File: src/logic/rcpr_map.vh
// register offsets, field positions and reset values of the regulator control bank
`ifndef RCPR_MAP_VH
`define RCPR_MAP_VH
`define RCPR_ADDR_RAIL_D     8'h6f
`define RCPR_ADDR_LREG_C     8'h70
`define RCPR_ADDR_LREG_E     8'h71
`define RCPR_ADDR_PAGE       8'h7f
`define RCPR_EXT_BASE        8'h80
`define RCPR_PAGE_FUNC       4'h0
`define RCPR_PAGE_EXT1       4'h1
`define RCPR_PAGE_EXT2       4'h2
`define RCPR_BIT_OMODE       7
`define RCPR_BIT_LPWR        6
`define RCPR_BIT_STBY        5
`define RCPR_BIT_EN          4
`define RCPR_RST_PAGE        4'h0
`define RCPR_RST_UPPER       3'h0
`define RCPR_BUILTIN_RAIL_D  3'h4
`define RCPR_BUILTIN_LREG    5'h10
`endif

File: src/logic/rcpr_ctl_reg.v
// one regulator control register with fuse-loaded enable and voltage code
`timescale 1ns/100ps
`default_nettype none
`include "rcpr_map.vh"
module rcpr_ctl_reg #(
    parameter CODE_W = 4
) (
    input  wire              mclk,
    input  wire              rst,
    input  wire              por_rst,
    input  wire              digital_rst,
    input  wire              load,
    input  wire [CODE_W:0]   load_value,
    input  wire              wr,
    input  wire [7:0]        wdata,
    output wire [7:0]        rdata,
    output reg               off_event_mode,
    output reg               low_power_allow,
    output reg               standby_off,
    output reg               enable,
    output reg  [CODE_W-1:0] voltage_code
);
    // upper control bits: reset by por or turn-off request
    always @(posedge mclk or posedge rst) begin
        if (rst) begin
            off_event_mode  <= 1'b0;
            low_power_allow <= 1'b0;
            standby_off     <= 1'b0;
        end else if (por_rst) begin
            off_event_mode  <= 1'b0;
            low_power_allow <= 1'b0;
            standby_off     <= 1'b0;
        end else if (wr) begin
            off_event_mode  <= wdata[`RCPR_BIT_OMODE];
            low_power_allow <= wdata[`RCPR_BIT_LPWR];
            standby_off     <= wdata[`RCPR_BIT_STBY];
        end
    end
    // enable and code: loaded from fuses, writable after load
    always @(posedge mclk or posedge rst) begin
        if (rst) begin
            enable       <= 1'b0;
            voltage_code <= {CODE_W{1'b0}};
        end else if (load) begin
            enable       <= load_value[CODE_W];
            voltage_code <= load_value[CODE_W-1:0];
        end else if (wr && !digital_rst) begin
            enable       <= wdata[`RCPR_BIT_EN];
            voltage_code <= wdata[CODE_W-1:0];
        end
    end
    assign rdata[7:4]        = {off_event_mode, low_power_allow, standby_off, enable};
    assign rdata[CODE_W-1:0] = voltage_code;
    // unused code bits read zero; a zero-width pad would be illegal for the four-bit code
    generate
        if (CODE_W < 4) begin : g_pad
            assign rdata[3:CODE_W] = {(4-CODE_W){1'b0}};
        end
    endgenerate
endmodule
`default_nettype wire

File: src/logic/rcpr_bank.v
// paged regulator control register bank
// Functional notes
// RULE1: bit 7 picks off (0) or sleep (1) on button turn-off event.
// RULE2: bit 6 allows low-power mode when outside conditions hold.
// RULE3: bit 5 set turns regulator off during standby.
// RULE4: bit 4 enables the regulator output.
// RULE5: fixed-rail code sits in bits 1:0.
// RULE6: other two regulators use four-bit code in bits 3:0.
// RULE7: fourth regulator has the same off-event mode bit.
// RULE8: enable and code reset values come from fuse configuration.
// RULE9: page field 0 functional, 1 extended one, 2 extended two.
// RULE10: eight-bit address and data, thirty-two pages, few reachable. Code has a four-bit page field, sixteen pages.
// RULE11: 0..0x7f shared on all pages, 0x80..0xff page specific.
// RULE12: host writes 1 or 2 to page register 0x7f first.
// RULE13: functional registers stay reachable under any selected page.
// RULE14: unimplemented addresses read zero and ignore writes.
// RULE15: access types read-only, read-write, write-one-to-clear supported. Code has read-write registers only.
// RULE16: each bit belongs to one of six reset groups.
// RULE17: fuse-default bits load at start-up, builtin when strap set.
// RULE18: per-regulator controls go out, condition signals come in.
`timescale 1ns/100ps
`default_nettype none
`include "rcpr_map.vh"
module rcpr_bank (
    input  wire       mclk,
    input  wire       rst,
    input  wire       reg_wr,
    input  wire       reg_rd,
    input  wire [7:0] reg_addr,
    input  wire [7:0] reg_wdata,
    output reg  [7:0] reg_rdata,
    input  wire       core_domain_power_on_reset_n,
    input  wire       logic_reset_n,
    input  wire       processor_power_on_reset_n,
    input  wire       host_reset_n,
    input  wire       turn_off_request_n,
    input  wire       power_button_event,
    input  wire       sleep_cycle_reset,
    input  wire       fuse_supply_strap,
    input  wire       fuse_valid,
    input  wire [2:0] fuse_rail_d,
    input  wire [4:0] fuse_linear_reg_c,
    input  wire [4:0] fuse_linear_reg_e,
    input  wire       low_power_request,
    input  wire       standby_request,
    output wire       rail_d_on,
    output wire       rail_d_sleep,
    output wire       rail_d_low_power,
    output wire [1:0] rail_d_voltage_code,
    output wire       linear_reg_c_on,
    output wire       linear_reg_c_sleep,
    output wire       linear_reg_c_low_power,
    output wire [3:0] linear_reg_c_voltage_code,
    output wire       linear_reg_e_on,
    output wire       linear_reg_e_sleep,
    output wire       linear_reg_e_low_power,
    output wire [3:0] linear_reg_e_voltage_code,
    output reg  [3:0] page_select,
    output wire       page_extended
);
    // synchronisers for outside inputs
    reg  [10:0] sync_a;
    reg  [10:0] sync_b;
    wire [10:0] raw_in = {core_domain_power_on_reset_n, logic_reset_n, processor_power_on_reset_n,
                          host_reset_n, turn_off_request_n, power_button_event, sleep_cycle_reset,
                          fuse_supply_strap, fuse_valid, low_power_request, standby_request};
    always @(posedge mclk or posedge rst) begin
        if (rst) begin
            sync_a <= 11'h7c0;
            sync_b <= 11'h7c0;
        end else begin
            sync_a <= raw_in;
            sync_b <= sync_a;
        end
    end
    wire core_por_n  = sync_b[10];
    wire dig_rst_n   = sync_b[9];
    wire proc_por_n  = sync_b[8];
    wire host_rst_n  = sync_b[7];
    wire off_req_n   = sync_b[6];
    wire button_evt  = sync_b[5];
    wire sleep_rst   = sync_b[4];
    wire strap_sync  = sync_b[3];
    wire fuse_ok     = sync_b[2];
    wire lp_cond     = sync_b[1];
    wire stby_cond   = sync_b[0];

    // reset group terms
    wire grp_sc_core   = sleep_rst | ~core_por_n;         // RULE16
    wire grp_por_off   = ~proc_por_n | ~off_req_n;        // RULE16
    wire grp_digital   = ~dig_rst_n;                      // RULE16
    wire grp_host      = ~proc_por_n | ~host_rst_n;       // RULE16
    wire grp_core      = ~core_por_n;                     // RULE16

    // fuse load: on start-up, button event or core por release
    reg  loaded;
    reg  load_pulse;
    always @(posedge mclk or posedge rst) begin
        if (rst) begin
            loaded     <= 1'b0;
            load_pulse <= 1'b0;
        end else begin
            load_pulse <= 1'b0;
            if (grp_core || button_evt) begin
                loaded <= 1'b0;                           // RULE16
            end else if (!loaded && (fuse_ok || strap_sync)) begin
                loaded     <= 1'b1;
                load_pulse <= 1'b1;                       // RULE17
            end
        end
    end
    wire [2:0] ld_rail_d = strap_sync ? `RCPR_BUILTIN_RAIL_D : fuse_rail_d;      // RULE17
    wire [4:0] ld_lreg_c = strap_sync ? `RCPR_BUILTIN_LREG : fuse_linear_reg_c;  // RULE17
    wire [4:0] ld_lreg_e = strap_sync ? `RCPR_BUILTIN_LREG : fuse_linear_reg_e;  // RULE17

    // decode
    wire is_func  = (reg_addr < `RCPR_EXT_BASE);                         // RULE11
    wire hit_d    = is_func && (reg_addr == `RCPR_ADDR_RAIL_D);          // RULE13
    wire hit_c    = is_func && (reg_addr == `RCPR_ADDR_LREG_C);
    wire hit_e    = is_func && (reg_addr == `RCPR_ADDR_LREG_E);
    wire hit_page = is_func && (reg_addr == `RCPR_ADDR_PAGE);
    wire wr_ok    = reg_wr && loaded;                                    // RULE17

    wire [7:0] rd_d;
    wire [7:0] rd_c;
    wire [7:0] rd_e;
    wire       d_omode, d_lpwr, d_stby, d_en;
    wire       c_omode, c_lpwr, c_stby, c_en;
    wire       e_omode, e_lpwr, e_stby, e_en;

    rcpr_ctl_reg #(.CODE_W(2)) u_rail_d (                                // RULE5
        .mclk            (mclk),
        .rst             (rst),
        .por_rst         (grp_por_off),
        .digital_rst     (grp_digital),
        .load            (load_pulse),                                   // RULE8
        .load_value      (ld_rail_d),
        .wr              (wr_ok && hit_d),
        .wdata           (reg_wdata),
        .rdata           (rd_d),
        .off_event_mode  (d_omode),                                      // RULE1
        .low_power_allow (d_lpwr),                                       // RULE2
        .standby_off     (d_stby),                                       // RULE3
        .enable          (d_en),                                         // RULE4
        .voltage_code    (rail_d_voltage_code)
    );
    rcpr_ctl_reg #(.CODE_W(4)) u_lreg_c (                                // RULE6
        .mclk            (mclk),
        .rst             (rst),
        .por_rst         (grp_por_off),
        .digital_rst     (grp_digital),
        .load            (load_pulse),                                   // RULE8
        .load_value      (ld_lreg_c),
        .wr              (wr_ok && hit_c),
        .wdata           (reg_wdata),
        .rdata           (rd_c),
        .off_event_mode  (c_omode),
        .low_power_allow (c_lpwr),
        .standby_off     (c_stby),
        .enable          (c_en),
        .voltage_code    (linear_reg_c_voltage_code)
    );
    rcpr_ctl_reg #(.CODE_W(4)) u_lreg_e (                                // RULE6
        .mclk            (mclk),
        .rst             (rst),
        .por_rst         (grp_por_off),
        .digital_rst     (grp_digital),
        .load            (load_pulse),                                   // RULE8
        .load_value      (ld_lreg_e),
        .wr              (wr_ok && hit_e),
        .wdata           (reg_wdata),
        .rdata           (rd_e),
        .off_event_mode  (e_omode),                                      // RULE7
        .low_power_allow (e_lpwr),
        .standby_off     (e_stby),
        .enable          (e_en),
        .voltage_code    (linear_reg_e_voltage_code)
    );

    // page register, reset with host reset group
    always @(posedge mclk or posedge rst) begin
        if (rst) begin
            page_select <= `RCPR_RST_PAGE;
        end else if (grp_host) begin
            page_select <= `RCPR_RST_PAGE;                               // RULE16
        end else if (reg_wr && hit_page) begin
            page_select <= reg_wdata[3:0];                               // RULE12
        end
    end
    // only functional and extended pages one and two are reachable
    assign page_extended = (page_select == `RCPR_PAGE_EXT1) ||
                           (page_select == `RCPR_PAGE_EXT2);             // RULE9 RULE10

    // read mux, extended space and unused addresses read zero
    always @(posedge mclk or posedge rst) begin
        if (rst) begin
            reg_rdata <= 8'h00;
        end else if (reg_rd) begin
            if (hit_d)
                reg_rdata <= rd_d;
            else if (hit_c)
                reg_rdata <= rd_c;
            else if (hit_e)
                reg_rdata <= rd_e;
            else if (hit_page)
                reg_rdata <= {4'h0, page_select};
            else
                reg_rdata <= 8'h00;                                      // RULE14 RULE15
        end
    end

    // regulator control outputs; sleep-cycle group gates sleep entry
    assign rail_d_on        = d_en & ~(stby_cond & d_stby);              // RULE18 RULE3
    assign rail_d_sleep     = d_omode & ~grp_sc_core;                    // RULE1
    assign rail_d_low_power = d_lpwr & lp_cond;                          // RULE2
    assign linear_reg_c_on        = c_en & ~(stby_cond & c_stby);        // RULE3 RULE4
    assign linear_reg_c_sleep     = c_omode & ~grp_sc_core;
    assign linear_reg_c_low_power = c_lpwr & lp_cond;
    assign linear_reg_e_on        = e_en & ~(stby_cond & e_stby);
    assign linear_reg_e_sleep     = e_omode & ~grp_sc_core;              // RULE7
    assign linear_reg_e_low_power = e_lpwr & lp_cond;
endmodule
`default_nettype wire

File: config.mk
export PLATFORM = sky130hd
export DESIGN_NAME = rcpr_bank
export DESIGN_NICKNAME = d
export VERILOG_FILES = /design/src/logic/rcpr_ctl_reg.v /design/src/logic/rcpr_bank.v
export VERILOG_INCLUDE_DIRS = /design/src /design/src/logic
export SDC_FILE = /design/constraint.sdc
export NUM_CORES = 1
export LEC_CHECK = 0
export BUFFER_PORTS_ARGS = -buffer_cell sky130_fd_sc_hd__buf_2
export CORE_ASPECT_RATIO = 1.5
export CORE_MARGIN = 2
export CORE_UTILIZATION = 50
export CTS_CLUSTER_SIZE = 16
export DETAILED_ROUTE_END_ITERATION = 7
export PLACE_DENSITY = 0.78
export RECOVER_POWER = 25
export SLEW_MARGIN = 40
export SYNTH_ARGS = -nofsm -noshare
export SYNTH_HDL_FRONTEND = slang
export SYNTH_SLANG_ARGS = --single-unit
File: constraint.sdc
create_clock -name mclk -period 2 [get_ports mclk]
set_clock_uncertainty 0.2 [all_clocks]
set_input_delay 0.2 -clock mclk [delete_from_list [all_inputs] [get_ports mclk]]
set_output_delay 0.2 -clock mclk [all_outputs]
set_load 0.1 [all_outputs]
After elaboration in Yosys (flattened, before gate mapping)
Cells that the tools add are included.
{ "word_totals": {"reg_bits": 58, "latchBits": 0, "ram_bits": 0, "romBits": 0, "wordCells": 119, "n_memories": 0} }
{ "op_classes": {"n_addsub": 0, "mul": 0, "div_mod_pow": 0, "magnitude_cmp": 1, "n_eq_ne": 6, "n_shift": 0, "n_mux": 43, "bitwise": 23, "reduce_logical": 25} }
{ "ops": {"columns": ["cell", "n"], "rows": [
  ["$eq A8 B7 Y1 const B", 4],
  ["$mux W1", 28],
  ["$mux W4", 7],
  ["$mux W8", 3],
  ["$reduce_bool A2 Y1", 8],
  ["$logic_and A1 B1 Y1", 13],
  ["$and A1 B1 Y1", 12],
  ["$mux W5", 2],
  ["$lt A8 B8 Y1 const B", 1],
  ["$not A1 Y1", 8],
  ["$eq A4 B1 Y1 const B", 1],
  ["$eq A4 B2 Y1 const B", 1],
  ["$mux W2", 2],
  ["$logic_or A1 B1 Y1", 3],
  ["$mux W3", 1],
  ["$or A1 B1 Y1", 3],
  ["$logic_not A1 Y1", 1]
]} }

Longest topological paths before layout
{ "depth": {"depth_word": 6, "mapped_depth": 7} }

Cells and area by module
Synthesis repeated with hierarchy kept, for this count alone.
{ "hier_totals": {"hier_cells": 271, "hier_area_um2": 3076.7} }
{ "modules_own_cells": {"columns": ["mod", "instances", "cells_each", "area_per_inst_um2"], "rows": [
  ["rcpr_bank", 1, 143, 1636.6],
  ["rcpr_ctl_reg (u_lreg_c ...)", 2, 46, 533.0],
  ["rcpr_ctl_reg (u_rail_d)", 1, 36, 374.1]
]} }

Worst setup path before layout
Ideal clock, no wire load.
{ "synth_timing": {"path_type": "reg-to-output", "startpoint": "reg page_select[0]", "endpoint": "out page_extended", "arrival_ns": 3.149, "slack_ns": -1.549, "stages_incl_launch_ff": 3, "cell_sequence": "dfrtp_1 xnor2_1 nor3_1"} }
{ "synth_via": {"elab_chain_len": 2, "elab_cells_between_ends": 3, "classes_between": "2 x eq/ne; 1 x reduce/logical"} }
{ "synth_lines": {"columns": ["item", "line_no", "rtl"], "rows": [
  ["from (decl)", "rcpr_bank.v:58", "output reg [3:0] page_select,"],
  ["from (signal assigned)", "rcpr_bank.v:183", "page_select <= `RCPR_RST_PAGE;"],
  ["from (signal assigned)", "rcpr_bank.v:185", "page_select <= `RCPR_RST_PAGE;"],
  ["from (signal assigned)", "rcpr_bank.v:187", "page_select <= reg_wdata[3:0];"],
  ["$eq A4 B1 Y1 (no source line) / $eq A4 B2 Y1 (equally long branches)", null, null],
  ["$logic_or A1 B1 Y1 *", "rcpr_bank.v:191", "assign page_extended = (page_select == `RCPR_PAGE_EXT1) ||"],
  ["to (decl)", "rcpr_bank.v:59", "output wire page_extended"]
]} }
Mark *: on every way between the ends. The rest lies on a longest branch, timed or not.

Worst setup path in the final report
{ "layout_timing": {"startpoint": "reg page_select[1]", "endpoint": "out page_extended"} }
Same word-level chain as after synthesis.

==> qor.yml <==
status: "complete, no violations"
p_leak_nw: 1.72
final-seq-area_mm2: 0.00147
start_util_pct: 51.2
grt_max_degree: 59
numClockSinks: 58
crit_type: "register to output port"
finalMaxSlewViolations: 0
first_global_vias: 2179
first_iter_violations: 118
max_freq_mhz: 517
slowest_stage: "dfrtp_2"
drt_wl_total_um: 6170
critical_path_required_ns: 1.60
fillers: 364
via_count: 2116
gp_congestion: 0.895
ioPinCount: 76
synth-seq-cells: 58
placed_cells: 356
preCtsSetupSlack_ns: 0.107
synth_warnings: 0
setup_ws_ns: 0.0673
ys_seq_area_share_pct: 60.0
hold_ws_ns: 0.00370
h-tree-depth: 3
setup_violations: 0
multi_input_area_um2: 937
fin_nets: 377
grt_remaining_overflow: 0
syn2layout_area_growth_pct: 42.3
place_hpwl_um: 4090
io_buffers: 75
cp_cell_sequence: "xnor2_1 > nor3_4 > buf_2"
cts-root-buf: "clkbuf_8"
synth_top_area_share_pct: 49.2
track_usage_pct: 25.3
path_max_fanout: 4
syn_area_mm2: 0.00244
cpPeakStageDelay_ns: 0.44
insertedDiodeCount: 0
maxCapViolations: 0
avgSynthCellArea_um2: 11.1
worstMarginPinSlew_ns: 0.768
routedWlPerCell_um: 15.3
drtAntennaViolNets: 0
clockBufferDepth: 2
slew_headroom_pct: 48.8
synthTopCellsByArea: "dfrtp_1, dfstp_2, mux2i_1, o21ai_0, nand2_1"
drc: 0
finalHoldViolations: 0
syn_nets: 263
firstDrtPassIters: 4
rsz0062_at_grt: "no"
syn_inst: 219
cts_tree: "built"
startpoint_type: "register"
fin_crit_sh_pct: 96.6
grt_pass1_wl_um: 9790
core-area_mm2: 0.00477
fp.dieArea_mm2: 0.00547
die_w_um: 61.1
yosysUniqueCellTypes: 32
fin_cells: 404
clkTransAtPathRegs_ns: 0.06
power_density_mw_per_mm2: 917
via_per_inst: 5.24
worst_ep_arrival_time_ns: 1.53
drive_gt1_share_pct: 32.2
total_power_w: 0.00319
clk_latency_ns: 0.33
die_h_um: 89.6
ir_drop_mv: 0.859
cts_setup_buffers: 0
numCtsBuffers: 9
fin_crit_ns: 1.93
antenna_found_initial: 0
num_rows: 31
yosysTopAreaCell: "dfrtp_1"
crit_path_end_kind: "output port"
min_path_type: "input port to register"
state kept, by name, indices dropped and copies added, names as in the netlist:
name and count:
loaded 1, u_lreg_c.off_event_mode 1, u_lreg_c.low_power_allow 1, u_lreg_e.standby_off 1, u_lreg_c.enable 1, u_lreg_c.voltage_code 4
u_rail_d.enable 1, u_rail_d.off_event_mode 1, load_pulse 1, page_select 4, u_lreg_e.enable 1, u_lreg_c.standby_off 1
u_rail_d.voltage_code 2, sync_a 11, u_rail_d.low_power_allow 1, sync_b 11, u_lreg_e.off_event_mode 1, u_lreg_e.low_power_allow 1
reg_rdata 8, u_lreg_e.voltage_code 4, u_rail_d.standby_off 1
worst paths after layout:
kind,from,to,slack [ns],cells after the start
setup / recovery,page_select[1]$_DFFE_PP0P_,page_extended,0.07,3
hold / removal,reg_wdata[0],page_select[0]$_DFFE_PP0P_,0.004,3
setup reg to reg,sync_b[9]$_DFF_PP1_,u_lreg_e.voltage_code[1]$_DFFE_PP0P_,0.16,4
hold reg to reg,sync_a[4]$_DFF_PP0_,sync_b[4]$_DFF_PP0_,0.15,0
max in group asynchronous,rst,page_select[0]$_DFFE_PP0P_,0.59,4
min in group asynchronous,rst,sync_a[5]$_DFF_PP0_,0.43,4
cell usage in the layout, fill, tap and decap left out, drive strengths merged, types with 2 or more instances in the layout:
cell type | netlist | routed
or4 | 2 | 2
nand2 | 19 | 19
dfstp | 10 | 10
clkbuf | 5 | 18
dlygate4sd3 | 0 | 32
and2 | 6 | 6
dfrtp | 48 | 48
a31oi | 2 | 2
o22ai | 4 | 4
a21oi | 9 | 9
buf | 3 | 73
inv | 5 | 5
nor2 | 16 | 16
mux2i | 25 | 25
nand2b | 3 | 3
bufinv | 0 | 2
nand3 | 2 | 2
a21boi | 7 | 7
nand4 | 2 | 2
nor3 | 6 | 6
nor4 | 2 | 2
and3 | 2 | 2
o21ai | 25 | 25
nor2b | 9 | 9
metal layers:
layer / vias up / routed length, um / GRT usage [%]
met5: - / 0 / 0
met4: 0 / 245 / 16.8
met3: 23 / 326 / 6.59
met2: 80 / 3190 / 41.0
met1: 1015 / 2410 / 28.7
li1: 998 / - / -
power breakdown:
part / leakage (nW) / total, W / internal [W] / switching, W
registers: 0.726 / 0.00130 / 0.00125 / 0.0000518
clock network: 0.119 / 0.00125 / 0.000801 / 0.000453
logic: 0.880 / 0.000629 / 0.000153 / 0.000476
total: 1.72 / 0.00319 / 0.00220 / 0.000981
repair_timing:
item	4_1_cts	5_1_grt
endpoints found under the setup margin	0	3
hold buffers	32	0
hold endpoints to repair	94	0
gates resized for setup	0	3
cell usage after synthesis:
| cell type | instances |
|---|---|
| nor4_2 | 1 |
| and4_1 | 1 |
| nor3_1 | 5 |
| nor2_1 | 16 |
| nand2b_1 | 3 |
| xnor2_1 | 1 |
| a31oi_1 | 2 |
| nand4b_1 | 1 |
| or4_1 | 2 |
| nor2b_1 | 9 |
| a21oi_1 | 9 |
| a21boi_0 | 7 |
| o22ai_1 | 4 |
| or3_1 | 1 |
| nor3_4 | 1 |
| and4b_1 | 1 |
| inv_1 | 5 |
| nor4_1 | 1 |
| mux2i_1 | 25 |
| o221ai_1 | 1 |
| nand3_1 | 2 |
| buf_1 | 1 |
| and3_1 | 2 |
| nand2_1 | 19 |
| buf_2 | 2 |
| nor4bb_1 | 1 |
| nand4_1 | 2 |
| dfstp_2 | 10 |
| clkbuf_1 | 5 |
| dfrtp_1 | 48 |
| o21ai_0 | 25 |
| and2_1 | 6 |
critical path, delay by kind of cell, from the launching register on:
kind                      cells  cell delay, ns
xor gates and xnor gates      1            0.17
buffers and inverters         1            0.44
DFF                           1            0.44
and+or+nand+nor               1            0.16
cells by family (layout without fill, tap and decap cells):
group                  Yosys count  count (layout)  share of synthesized area (%)
AND/OR/NAND/NOR                 74              74                           16.3
XOR/XNOR                         1               1                          0.359
buffers and inverters           13             132                           2.10
flip-flops                      58              58                           60.0
multiplexers                    25              25                           10.3
AO/OA/AOI/OAI                   48              48                           11.0
through the flow:
stage / util, % / setup TNS, ns / area [um2]
after floorplan: - / -0.788 / 2450
after global placement: 61.3 / 0 / 2920
after detailed placement: 61.3 / 0 / 2920
after CTS: 73.0 / 0 / 3480
after global routing: 72.8 / 0 / 3470
final: 72.8 / 0 / 3470
final cells by class:
class / instances / area share (%)
Multi-Input combinational cell: 148 / 27.0
Sequential cell: 58 / 42.2
Tap cell: 66 / 2.38
Inverter: 5 / 0.540
Clock buffer: 12 / 4.75
Clock inverter: 4 / 2.09
Timing Repair Buffer: 111 / 21.1
Power figures use the tool's default switching activity.
